==> config.mk <==
export PLATFORM = sky130hd
export DESIGN_NAME = overrange_config_regs
export DESIGN_NICKNAME = d
export VERILOG_FILES = /design/src/design/ovr_pkg.sv /design/src/design/bank_if.sv /design/src/design/enable_bank.sv /design/src/design/overrange_config_regs.sv
export SDC_FILE = /design/constraint.sdc
export NUM_CORES = 1
export LEC_CHECK = 0
export BUFFER_PORTS_ARGS = -buffer_cell sky130_fd_sc_hd__buf_2
export CORE_MARGIN = 1
export CORE_UTILIZATION = 42
export DETAILED_ROUTE_END_ITERATION = 10
export GPL_TIMING_DRIVEN = 0
export PLACE_DENSITY = 0.73
export SYNTH_ARGS = -nofsm -noshare
export SYNTH_HDL_FRONTEND = slang
export SYNTH_SLANG_ARGS = --single-unit
==> constraint.sdc <==
create_clock -name pclk -period 2.36 [get_ports pclk]
set_input_delay 0.354 -clock pclk [delete_from_list [all_inputs] [get_ports pclk]]
set_output_delay 0.354 -clock pclk [all_outputs]
set_load 0.02 [all_outputs]
==> src/design/ovr_pkg.sv <==
// Purpose: Constants for the over-range enable register pair
// Assumes: APB with 32-bit data, one aligned word per register
// Notes: Register indexes sit at byte address four times the index
package ovr_pkg;
    // Register indexes and their byte addresses
    localparam logic [5:0] IDX_CMD = 6'h00;
    localparam logic [5:0] IDX_BANK_A = 6'h0a;
    localparam logic [5:0] IDX_BANK_B = 6'h0b;
    localparam int ADDR_W = 8;
    localparam logic [7:0] ADDR_CMD = {IDX_CMD, 2'b00};
    localparam logic [7:0] ADDR_BANK_A = {IDX_BANK_A, 2'b00};
    localparam logic [7:0] ADDR_BANK_B = {IDX_BANK_B, 2'b00};
    // Register word layout
    localparam int DIR_BIT = 15;
    localparam int SEL_HI = 14;
    localparam int SEL_LO = 9;
    localparam int RSVD_BIT = 8;
    localparam int CH_HI = 7;
    localparam int CMD_MISS_BIT = 16;
    // Values after reset
    localparam logic [15:0] RESET_BANK_A = 16'h1400;
    localparam logic [15:0] RESET_BANK_B = 16'h1600;
    localparam logic [7:0] RESET_ENABLES = 8'h00;
    localparam logic [15:0] RESET_CMD_RESULT = 16'h0000;
endpackage

==> src/design/bank_if.sv <==
// Purpose: Carrier between the register decoder and one enable bank
// Assumes: Single clock domain
// Notes: Write strobe is a one-cycle pulse
`timescale 1ns/1ps
interface bank_if #(parameter int CHANNELS = 8);
    logic wr;
    logic [CHANNELS-1:0] wdata;
    logic [CHANNELS-1:0] en;
    modport ctrl (output wr, output wdata, input en);
    modport bank (input wr, input wdata, output en);
endinterface

==> src/design/enable_bank.sv <==
// Purpose: Per-channel span extension enables of one converter bank
// Assumes: Writes arrive already decoded
// Notes: All enables clear on reset
`timescale 1ns/1ps
module enable_bank
    import ovr_pkg::*;
#(
    parameter int CHANNELS = 8
) (
    // Clock and reset
    input wire logic pclk,
    input wire logic presetn,
    // Decoder side
    bank_if.bank port
);
    typedef struct packed {
        logic [CHANNELS-1:0] en;
    } bank_state_t;

    bank_state_t state_q;
    bank_state_t state_d;
    logic [CHANNELS-1:0] next_en;

    // One enable per channel; clear means the plain range
    for (genvar i = 0; i < CHANNELS; i++) begin : g_ch
        assign next_en[i] = port.wr ? port.wdata[i] : state_q.en[i]; // [RULE9]
    end

    always_comb begin
        state_d = state_q;
        state_d.en = next_en;
    end

    always_ff @(posedge pclk or negedge presetn) begin
        if (!presetn) begin
            state_q <= '0; // [RULE9]
        end else begin
            state_q <= state_d;
        end
    end

    assign port.en = state_q.en;
endmodule

==> src/design/overrange_config_regs.sv <==
// Purpose: APB register pair enabling span extension per channel
// Assumes: APB slave, one clock, asynchronous active-low reset
// Notes: Answers every access with pready one cycle into access phase
//
// How it works
// RULE1: Word bit 15: 0 read, 1 write
// RULE2: Word bits 14..9 select the register
// RULE3: Bank B at 0xB, resets to 0x1600
// RULE4: Bit 8 reserved, always reads zero
// RULE5: Bank A bits 7..4 extend channels 7..4
// RULE6: Bank A bits 3..0 extend channels 3..0
// RULE7: Bank B bits 7..4 extend channels 7..4
// RULE8: Bank B bits 3..1 extend channels 3..1
// RULE9: Enables read/write, reset zero, zero means plain
// RULE10: Bank A at 0xA, resets to 0x1400
// RULE11: Bank B bit 0 extends channel 0
//
// Local design decision: the APB register port.
`timescale 1ns/1ps
module overrange_config_regs
    import ovr_pkg::*;
#(
    parameter int CHANNELS = 8
) (
    // Clock and reset
    input wire logic pclk,
    input wire logic presetn,
    // APB slave
    input wire logic psel,
    input wire logic penable,
    input wire logic pwrite,
    input wire logic [ADDR_W-1:0] paddr,
    input wire logic [31:0] pwdata,
    input wire logic [3:0] pstrb,
    output logic [31:0] prdata,
    output logic pready,
    output logic pslverr,
    // Span extension enables, one bit per channel
    output logic [CHANNELS-1:0] extend_span_a,
    output logic [CHANNELS-1:0] extend_span_b
);
    typedef struct packed {
        logic [31:0] prdata;
        logic pready;
        logic pslverr;
        logic [15:0] cmd_result;
        logic cmd_miss;
    } apb_state_t;

    typedef enum logic [1:0] {
        SEL_NONE = 2'b00,
        SEL_CMD = 2'b01,
        SEL_A = 2'b11,
        SEL_B = 2'b10
    } target_t;

    apb_state_t state_q;
    apb_state_t state_d;

    bank_if #(.CHANNELS(CHANNELS)) bank_a ();
    bank_if #(.CHANNELS(CHANNELS)) bank_b ();

    enable_bank #(.CHANNELS(CHANNELS)) u_bank_a (
        .pclk(pclk),
        .presetn(presetn),
        .port(bank_a.bank)
    );

    enable_bank #(.CHANNELS(CHANNELS)) u_bank_b (
        .pclk(pclk),
        .presetn(presetn),
        .port(bank_b.bank)
    );

    // Full register word: direction bit reads 0, own index, reserved 0
    function automatic logic [15:0] reg_word(input logic [5:0] idx,
                                             input logic [CHANNELS-1:0] en);
        logic [15:0] w;
        w = '0;
        w[SEL_HI:SEL_LO] = idx;
        w[RSVD_BIT] = 1'b0; // [RULE4]
        w[CHANNELS-1:0] = en;
        return w;
    endfunction

    logic access;
    logic setup_done;
    logic commit;
    target_t target;
    logic [15:0] word;
    logic word_is_write;
    logic [5:0] word_sel;
    logic [15:0] word_a;
    logic [15:0] word_b;

    assign access = psel && penable;
    // First access cycle computes the answer; second completes it
    assign setup_done = access && !state_q.pready;
    assign commit = access && state_q.pready;
    assign word = pwdata[15:0];
    assign word_is_write = word[DIR_BIT]; // [RULE1]
    assign word_sel = word[SEL_HI:SEL_LO]; // [RULE2]
    assign word_a = reg_word(IDX_BANK_A, bank_a.en); // [RULE10]
    assign word_b = reg_word(IDX_BANK_B, bank_b.en); // [RULE3]

    // Address decode; misaligned addresses count as unmapped
    always_comb begin
        unique case (paddr)
            ADDR_CMD: target = SEL_CMD;
            ADDR_BANK_A: target = SEL_A; // [RULE10]
            ADDR_BANK_B: target = SEL_B; // [RULE3]
            default: target = SEL_NONE;
        endcase
    end

    // Bank write strobes, taken only at the completing edge
    always_comb begin
        bank_a.wr = 1'b0;
        bank_b.wr = 1'b0;
        bank_a.wdata = pwdata[CHANNELS-1:0];
        bank_b.wdata = pwdata[CHANNELS-1:0];
        if (commit && pwrite) begin
            unique case (target)
                SEL_A: bank_a.wr = pstrb[0]; // [RULE5] [RULE6]
                SEL_B: bank_b.wr = pstrb[0]; // [RULE7] [RULE8] [RULE11]
                SEL_CMD: begin
                    if (pstrb[1:0] == 2'b11 && word_is_write) begin // [RULE1]
                        bank_a.wr = (word_sel == IDX_BANK_A); // [RULE2]
                        bank_b.wr = (word_sel == IDX_BANK_B); // [RULE2]
                    end
                end
                SEL_NONE: begin
                    bank_a.wr = 1'b0;
                    bank_b.wr = 1'b0;
                end
            endcase
        end
    end

    // Answer path and command-word result
    always_comb begin
        state_d = state_q;
        state_d.pready = 1'b0;
        state_d.pslverr = 1'b0;
        if (setup_done) begin
            state_d.pready = 1'b1;
            state_d.prdata = '0;
            unique case (target)
                SEL_A: state_d.prdata[15:0] = pwrite ? 16'h0000 : word_a;
                SEL_B: state_d.prdata[15:0] = pwrite ? 16'h0000 : word_b;
                SEL_CMD: begin
                    if (!pwrite) begin
                        state_d.prdata[15:0] = state_q.cmd_result;
                        state_d.prdata[CMD_MISS_BIT] = state_q.cmd_miss;
                    end
                end
                SEL_NONE: state_d.pslverr = 1'b1;
            endcase
        end
        // Command word: select by field, direction by top bit
        if (commit && pwrite && target == SEL_CMD && pstrb[1:0] == 2'b11) begin
            if (word_sel == IDX_BANK_A) begin // [RULE2]
                state_d.cmd_miss = 1'b0;
                state_d.cmd_result = word_is_write ?
                    reg_word(IDX_BANK_A, word[CHANNELS-1:0]) : word_a; // [RULE1]
            end else if (word_sel == IDX_BANK_B) begin // [RULE2]
                state_d.cmd_miss = 1'b0;
                state_d.cmd_result = word_is_write ?
                    reg_word(IDX_BANK_B, word[CHANNELS-1:0]) : word_b; // [RULE1]
            end else begin
                state_d.cmd_miss = 1'b1;
                state_d.cmd_result = RESET_CMD_RESULT;
            end
        end
    end

    always_ff @(posedge pclk or negedge presetn) begin
        if (!presetn) begin
            state_q.prdata <= '0;
            state_q.pready <= 1'b0;
            state_q.pslverr <= 1'b0;
            state_q.cmd_result <= RESET_CMD_RESULT;
            state_q.cmd_miss <= 1'b0;
        end else begin
            state_q <= state_d;
        end
    end

    assign prdata = state_q.prdata;
    assign pready = state_q.pready;
    assign pslverr = state_q.pslverr;
    // Enables come straight from the bank flip-flops
    assign extend_span_a = bank_a.en; // [RULE5] [RULE6]
    assign extend_span_b = bank_b.en; // [RULE7] [RULE8] [RULE11]

    logic cmd_commit;
    assign cmd_commit = commit && pwrite && target == SEL_CMD && pstrb[1:0] == 2'b11;

    // Each channel enable follows its own data bit only
    for (genvar i = 0; i < CHANNELS; i++) begin : g_chan_chk

    end
endmodule

==> metrics.cfg, run 1 <==
[run_status]
status=finished, final reports clean

[die]
die_w_um=73.0
start_util_pct=44.2
die_area_mm2=0.00533
placementRows=25
io_pins=99
design.core.area_mm2=0.00479
die_h_um=73.0

[clocking]
clock-sinks=40
cts_tree=yes
clk_latency_ns=0.29
path_clk_slew_ns=0.08
cts_hold_buf=0
cts_buffers=5
root_buffer=clkbuf_8
cts_buffer_depth=2
htree_levels=2

[placed_design]
hpwl_um=3290
pre_cts_slack_ns=-0.367
finalWeightedCongestion=0.786
io_buffers=59

[timing]
setup-violations-final=0
rsz0062_at_grt=false
fin_skew_ns=0.00595
maxSlewHeadroom_pct=44.9
worst_slack_ns=0.168
tightest_slew_ns=0.827
finalCriticalPeriod_ns=2.19
finalSetupTns_ns=0
hold_viol_final=0
final_max_slew_viol_count=0
max_freq_mhz=456
period_share_pct=92.9

[synth]
netlist_area_mm2=0.00212
yosysWarningCount=0
seq_area_frac_synth_pct=47.3
syn_inst=204
synth_cell_types=34
avgSynthCellArea_um2=10.4
ys_ff_latch=40

[finish]
diodes=0
final_nets=345
most-common-layout-cells=buf_2, dfrtp_1, buf_4
utilization_pct=56.8
drive_above_1_share_pct=42.0
layout_commonest_cell=buf_2
area_delta_synth_final_pct=28.3
fill_cells=456

[global_routing]
globalRoute.totalOverflow=0
grt_use_total_pct=18.6
use_met1_pct=24.3
grtUsageMet3_pct=4.70
use_met2_pct=31.4
grt_start_max_net_pins=41
grt.busiest_layer=met2
grt_pass1_wl_um=7490
grt_pass1_vias=1605
antenna_found_initial=0

[setup_path]
crit_arrival_ns=2.37
crit_slowest_cell=mux2_2
cp_max_fo=10
required_ns=2.53
cp-startpoint=paddr[4]
regToRegSetupSlack_ns=0.75
cpPeakStageDelay_ns=0.33
r2r-start=pready$_DFF_PN0_
cp-start-kind=input pin
worstPathCellList=buf_2, nor3_1, nand4b_1, inv_1, ha_1, clkbuf_2, and2_1, a31oi_1, nor3b_4, buf_12, mux2_2
crit_buf_inv=4
cpLargestDelayFamily=simple AND/OR/NAND/NOR gates
critPathKind=in2reg
crit_path_end_kind=flop

[routing]
wl_per_cell_um=12.4
via_count=1733
drtPass1Iterations=5
drtAntennaViolNets=0
vias_per_cell=4.81
drcViolationCount=0
wl_um=4480
drt_iter0_markers=148

[pwr]
combPwrFrac_pct=10.4
fin_total_pwr_uw=1280
switching_power_uw=307
clkPwrFrac_pct=35.8
power.density_mw_per_mm2=471
ir_drop_mv=0.269
leakage_uw=0.00150
power.internal_uw=973
swShare_pct=24.0
seq_power_share_pct=53.7

[hold_path]
min_path_type=in2async

[flow_run]
maxCapViolations=0

## area by class of cell
cell class | count | area (um^2) | area share [%]
tap | 67 | 83.8 | 3.09
timing repair buffer | 62 | 343 | 12.6
inverter | 6 | 22.5 | 0.829
sequential | 40 | 1000 | 36.8
multi-input combinational | 137 | 902 | 33.2
clock inverter | 2 | 10.0 | 0.368
buffer | 40 | 272 | 10.0
clock buffer | 6 | 82.6 | 3.04
## cell families (layout without fill, tap and decap cells)
logic type,after synthesis,after routing,synth area share (%)
mux,16,16,8.51
other cells,1,20,0.177
compound gates,41,41,14.1
flops,40,40,47.3
simple gates,55,55,13.3
xor+xnor,1,1,0.414
buf+inv,46,116,13.8
fa+ha+maj,4,4,2.36
## final timing paths
check | end | cells after the start
worst min register to register | prdata[5]$_DFFE_PN0P_ | 2
min in group pclk | prdata[16]$_DFFE_PN0P_ | 2
max in group asynchronous | u_bank_a.port.en[4]$_DFFE_PN0P_ | 1
worst max register to register | prdata[2]$_DFFE_PN0P_ | 5
worst min-delay path | pslverr$_DFF_PN0_ | 1
worst max-delay path | u_bank_a.port.en[6]$_DFFE_PN0P_ | 11
## repair_timing
item                       4_1_cts  5_1_grt
buffers inserted                 1        2
gates cloned                     0        0
setup endpoints to repair       16       16
gates resized for setup          1        0
pin swaps                        1        2
## Yosys cell counts (all sizes together)
master   number  area (um^2)
nand3         1         5.00
nand4b        1         8.76
o31ai         8         60.1
clkinv        1         3.75
nor2         10         37.5
clkbuf        8         30.0
a21boi        1         7.51
nor4b         1         23.8
nor2b         1         6.26
dfrtp        40         1000
ha            4         50.1
a222oi        8         80.1
and3          1         6.26
xnor2         1         8.76
nor3b         1         18.8
and2          2         12.5
conb          1         3.75
or3           1         6.26
a2bb2oi       1         8.76
a31oi         1         6.26
buf          32          240
nand2        29          109
or2           1         6.26
a211oi        1         7.51
nor3          1         5.00
a21oi         2         13.8
and4          2         17.5
nand4         3         18.8
inv           5         18.8
o41ai         3         26.3
o21ai         9         45.0
mux2         16          180
o22ai         7         43.8
## through the flow
stage,hold WS [ns],std cells,cell area (um^2)
detailed placement,0.472,349,2570
global placement,0.460,349,2570
CTS,0.191,358,2690
global route,0.226,360,2720
finish,0.153,360,2720
floorplan,0.0584,223,2190
## state kept, by name (all words and copies together) (netlist names)
signal	flops
prdata	11
state_q	11
u_bank_a.port.en	8
u_bank_b.port.en	8
pready	1
pslverr	1
## metal layers
| layer | wire length [um] | share of wire (%) | vias up |
|---|---|---|---|
| met2 | 2180 | 49 | 72 |
| met5 | 0 | 0 | - |
| met3 | 305 | 6.8 | 7 |
| li1 | - | - | 854 |
| met1 | 1950 | 44 | 800 |
| met4 | 37 | 0.83 | 0 |
## power groups by stage
| stage | clock [uW] | sequential [uW] | combinational, uW |
|---|---|---|---|
| 5_1_grt | 501 | 688 | 148 |
| 3_5_place_dp | 0 | 701 | 133 |
| 3_3_place_gp | 0 | 701 | 132 |
| 2_1_floorplan | 0 | 704 | 77.9 |
| 4_1_cts | 465 | 688 | 133 |
| 6_report | 459 | 688 | 134 |
Note: power is estimated with default switching activity, not from simulation.
==> run 2: changes to the inputs <==
CELL_PAD_IN_SITES_DETAIL_PLACEMENT = 0   (was unset)
CELL_PAD_IN_SITES_GLOBAL_PLACEMENT = 1   (was unset)
CORE_UTILIZATION = 37   (was 42)
PLACE_DENSITY = 0.85   (was 0.73)
SETUP_SLACK_MARGIN = 0.5   (was unset)
==> metrics.cfg, run 2 (synthesis results as in run 1) <==
[setup_path]
critPathKind=in2reg  ; unchanged
required_ns=2.54  ; was 2.53 ns
cp-start-kind=input pin  ; unchanged
crit_arrival_ns=2.10  ; was 2.37 ns
reg2reg_to=prdata[0]$_DFFE_PN0P_  ; was prdata[2]$_DFFE_PN0P_
cp_max_fo=8  ; was 10
r2r-start=pready$_DFF_PN0_  ; unchanged
ff2ff_path_depth=5  ; unchanged
crit_path_end_kind=flop  ; unchanged
cp-startpoint=paddr[6]  ; was paddr[4]
regToRegSetupSlack_ns=0.77  ; was 0.75 ns
crit_path_end=u_bank_a.port.en[4]$_DFFE_PN0P_  ; was u_bank_a.port.en[6]$_DFFE_PN0P_

[clocking]
htree_levels=2  ; unchanged
cts_hold_buf=0  ; unchanged
root_buffer=clkbuf_8  ; unchanged
cts_buffer_depth=2  ; unchanged
clock-sinks=40  ; unchanged
cts_tree=yes  ; unchanged
clk_latency_ns=0.29  ; about the same
path_clk_slew_ns=0.07  ; was 0.08 ns
cts_buffers=5  ; unchanged

[placed_design]
placed_area_mm2=0.00263  ; was 0.00257 mm^2
pre_cts_slack_ns=-0.303  ; was -0.367 ns
hpwl_um=3520  ; was 3290 um
finalWeightedCongestion=0.735  ; was 0.786
io_buffers=59  ; unchanged

[finish]
utilization_pct=55.3  ; was 56.8%
multiInputGateArea_mm2=0.00108  ; was 902 um^2
seqCellArea_mm2=0.00100  ; unchanged
final_nets=352  ; was 345
area_delta_synth_final_pct=43.9  ; was 28.3%
drive_above_1_share_pct=50.7  ; was 42.0%
layout_commonest_cell=buf_2  ; unchanged
reg_top3=prdata: 11 flops, state_q: 11 flops  ; unchanged
most-common-layout-cells=buf_2, buf_4, dfrtp_1  ; was buf_2, dfrtp_1, buf_4
diodes=0  ; unchanged
final_area_mm2=0.00305  ; was 0.00272 mm^2
fill_cells=487  ; was 456

[routing]
vias_per_cell=4.81  ; about the same
drtAntennaViolNets=0  ; unchanged
via_count=1791  ; was 1,733
drtPass1Iterations=5  ; unchanged
drcViolationCount=0  ; unchanged
drt_iter0_markers=138  ; was 148
wl_um=5100  ; was 4480 um
wl_per_cell_um=13.7  ; was 12.4 um

[timing]
worst_slack_ns=0.438  ; was 0.168 ns
tightest_slew_ns=0.871  ; was 0.827 ns
holdWs_ns=0.171  ; was 0.153 ns
hold_viol_final=0  ; unchanged
rsz0062_at_grt=true  ; was false
setup-violations-final=0  ; unchanged
max_freq_mhz=520  ; was 456 MHz
fin_skew_ns=0.00472  ; was 0.00595 ns
final_max_slew_viol_count=0  ; unchanged
finalSetupTns_ns=0  ; unchanged
maxSlewHeadroom_pct=42.0  ; was 44.9%
finalCriticalPeriod_ns=1.92  ; was 2.19 ns
period_share_pct=81.4  ; was 92.9%

[global_routing]
grtUsageMet3_pct=4.00  ; was 4.70%
use_met2_pct=30.6  ; was 31.4%
antenna_found_initial=0  ; unchanged
grt_pass1_wl_um=8740  ; was 7490 um
grt_pass1_vias=1729  ; was 1,605
use_met1_pct=24.8  ; was 24.3%
globalRoute.totalOverflow=0  ; unchanged
grt.busiest_layer=met2  ; unchanged
grt_use_total_pct=18.6  ; about the same
grt_start_max_net_pins=41  ; unchanged

[pwr]
ir_drop_mv=0.246  ; was 0.269 mV
leakage_uw=0.00161  ; was 0.00150 uW
power.density_mw_per_mm2=473  ; was 471 mW/mm^2

[flow_run]
maxCapViolations=0  ; unchanged

[die]
placementRows=27  ; was 25
io_pins=99  ; unchanged
die_area_mm2=0.00603  ; was 0.00533 mm^2
die_h_um=77.6  ; was 73.0 um
design.core.area_mm2=0.00551  ; was 0.00479 mm^2
start_util_pct=38.4  ; was 44.2%
die_w_um=77.6  ; was 73.0 um

[run_status]
status=finished, final reports clean  ; unchanged

[hold_path]
min_path_type=in2async  ; unchanged

-- run 2: cell types whose count changed in the layout (fill, tap and decap cells not counted), moves of 3 or more --
cell / previous run / this run
buf_6: 0 / 3
o31ai_2: 0 / 5
mux2_4: 0 / 16
buf_4: 33 / 40
o31ai_1: 8 / 2
mux2_2: 16 / 0
clkbuf_1: 7 / 2
-- run 2: worst min path at each step --
stage,cells after the start,endpoint,slack (ns),start
2_1_floorplan,0,prdata[0]$_DFFE_PN0P_,0.06,presetn
3_3_place_gp,2,state_q[6]$_DFFE_PN0P_,0.46,state_q[6]$_DFFE_PN0P_
3_5_place_dp,2,state_q[5]$_DFFE_PN0P_,0.47,state_q[5]$_DFFE_PN0P_
4_1_cts,1,pready$_DFF_PN0_,0.20,presetn
5_1_grt,1,pslverr$_DFF_PN0_,0.25,presetn
6_report,1,prdata[9]$_DFFE_PN0P_,0.17,presetn
-- run 2: final cells by class --
type	count	share of cell area, %
Clock inverter	1	0.986
Inverter	6	0.739
Sequential cell	40	32.9
Tap cell	72	2.96
Clock buffer	7	3.16
Timing Repair Buffer	69	14.0
Multi-Input combinational cell	137	35.3
Buffer	40	10.0
-- run 2: per-layer routing --
layer	vias up	routed length (um)	part of all wire [%]
met1	869	2320	45
li1	865	-	-
met3	6	262	5.1
met4	0	34	0.67
met2	51	2490	49
met5	-	0	0
-- run 2: through the flow --
stage | instances | total power, uW
floorplan | 223 | 783
global placement | 354 | 836
detailed placement | 354 | 837
CTS | 368 | 1440
global route | 372 | 1490
finish | 372 | 1440
-- run 2: what timing repair did --
| item | 4_1_cts | 5_1_grt |
|---|---|---|
| pin swaps | 8 | 6 |
| endpoints found under the setup margin | 27 | 37 |
| buffers inserted | 6 | 2 |
| resized for setup | 17 | 34 |
| gates cloned | 0 | 2 |
| hold endpoints to repair | 0 | 0 |
-- run 2: critical path, stage by stage --
cell and delay, ns:
buf_6 0.10, nor3_4 0.18, nand4b_1 0.16, inv_2 0.14
ha_4 0.15, and4_4 0.22, a31oi_4 0.09, nor3b_4 0.23
buf_12 0.17, mux2_4 0.30
-- run 2: where the power goes --
part | internal [uW] | leakage, uW | switching (uW)
logic | 58.2 | 0.000990 | 87.9
clock network | 373 | 0.0000645 | 234
registers | 687 | 0.000552 | 0.847
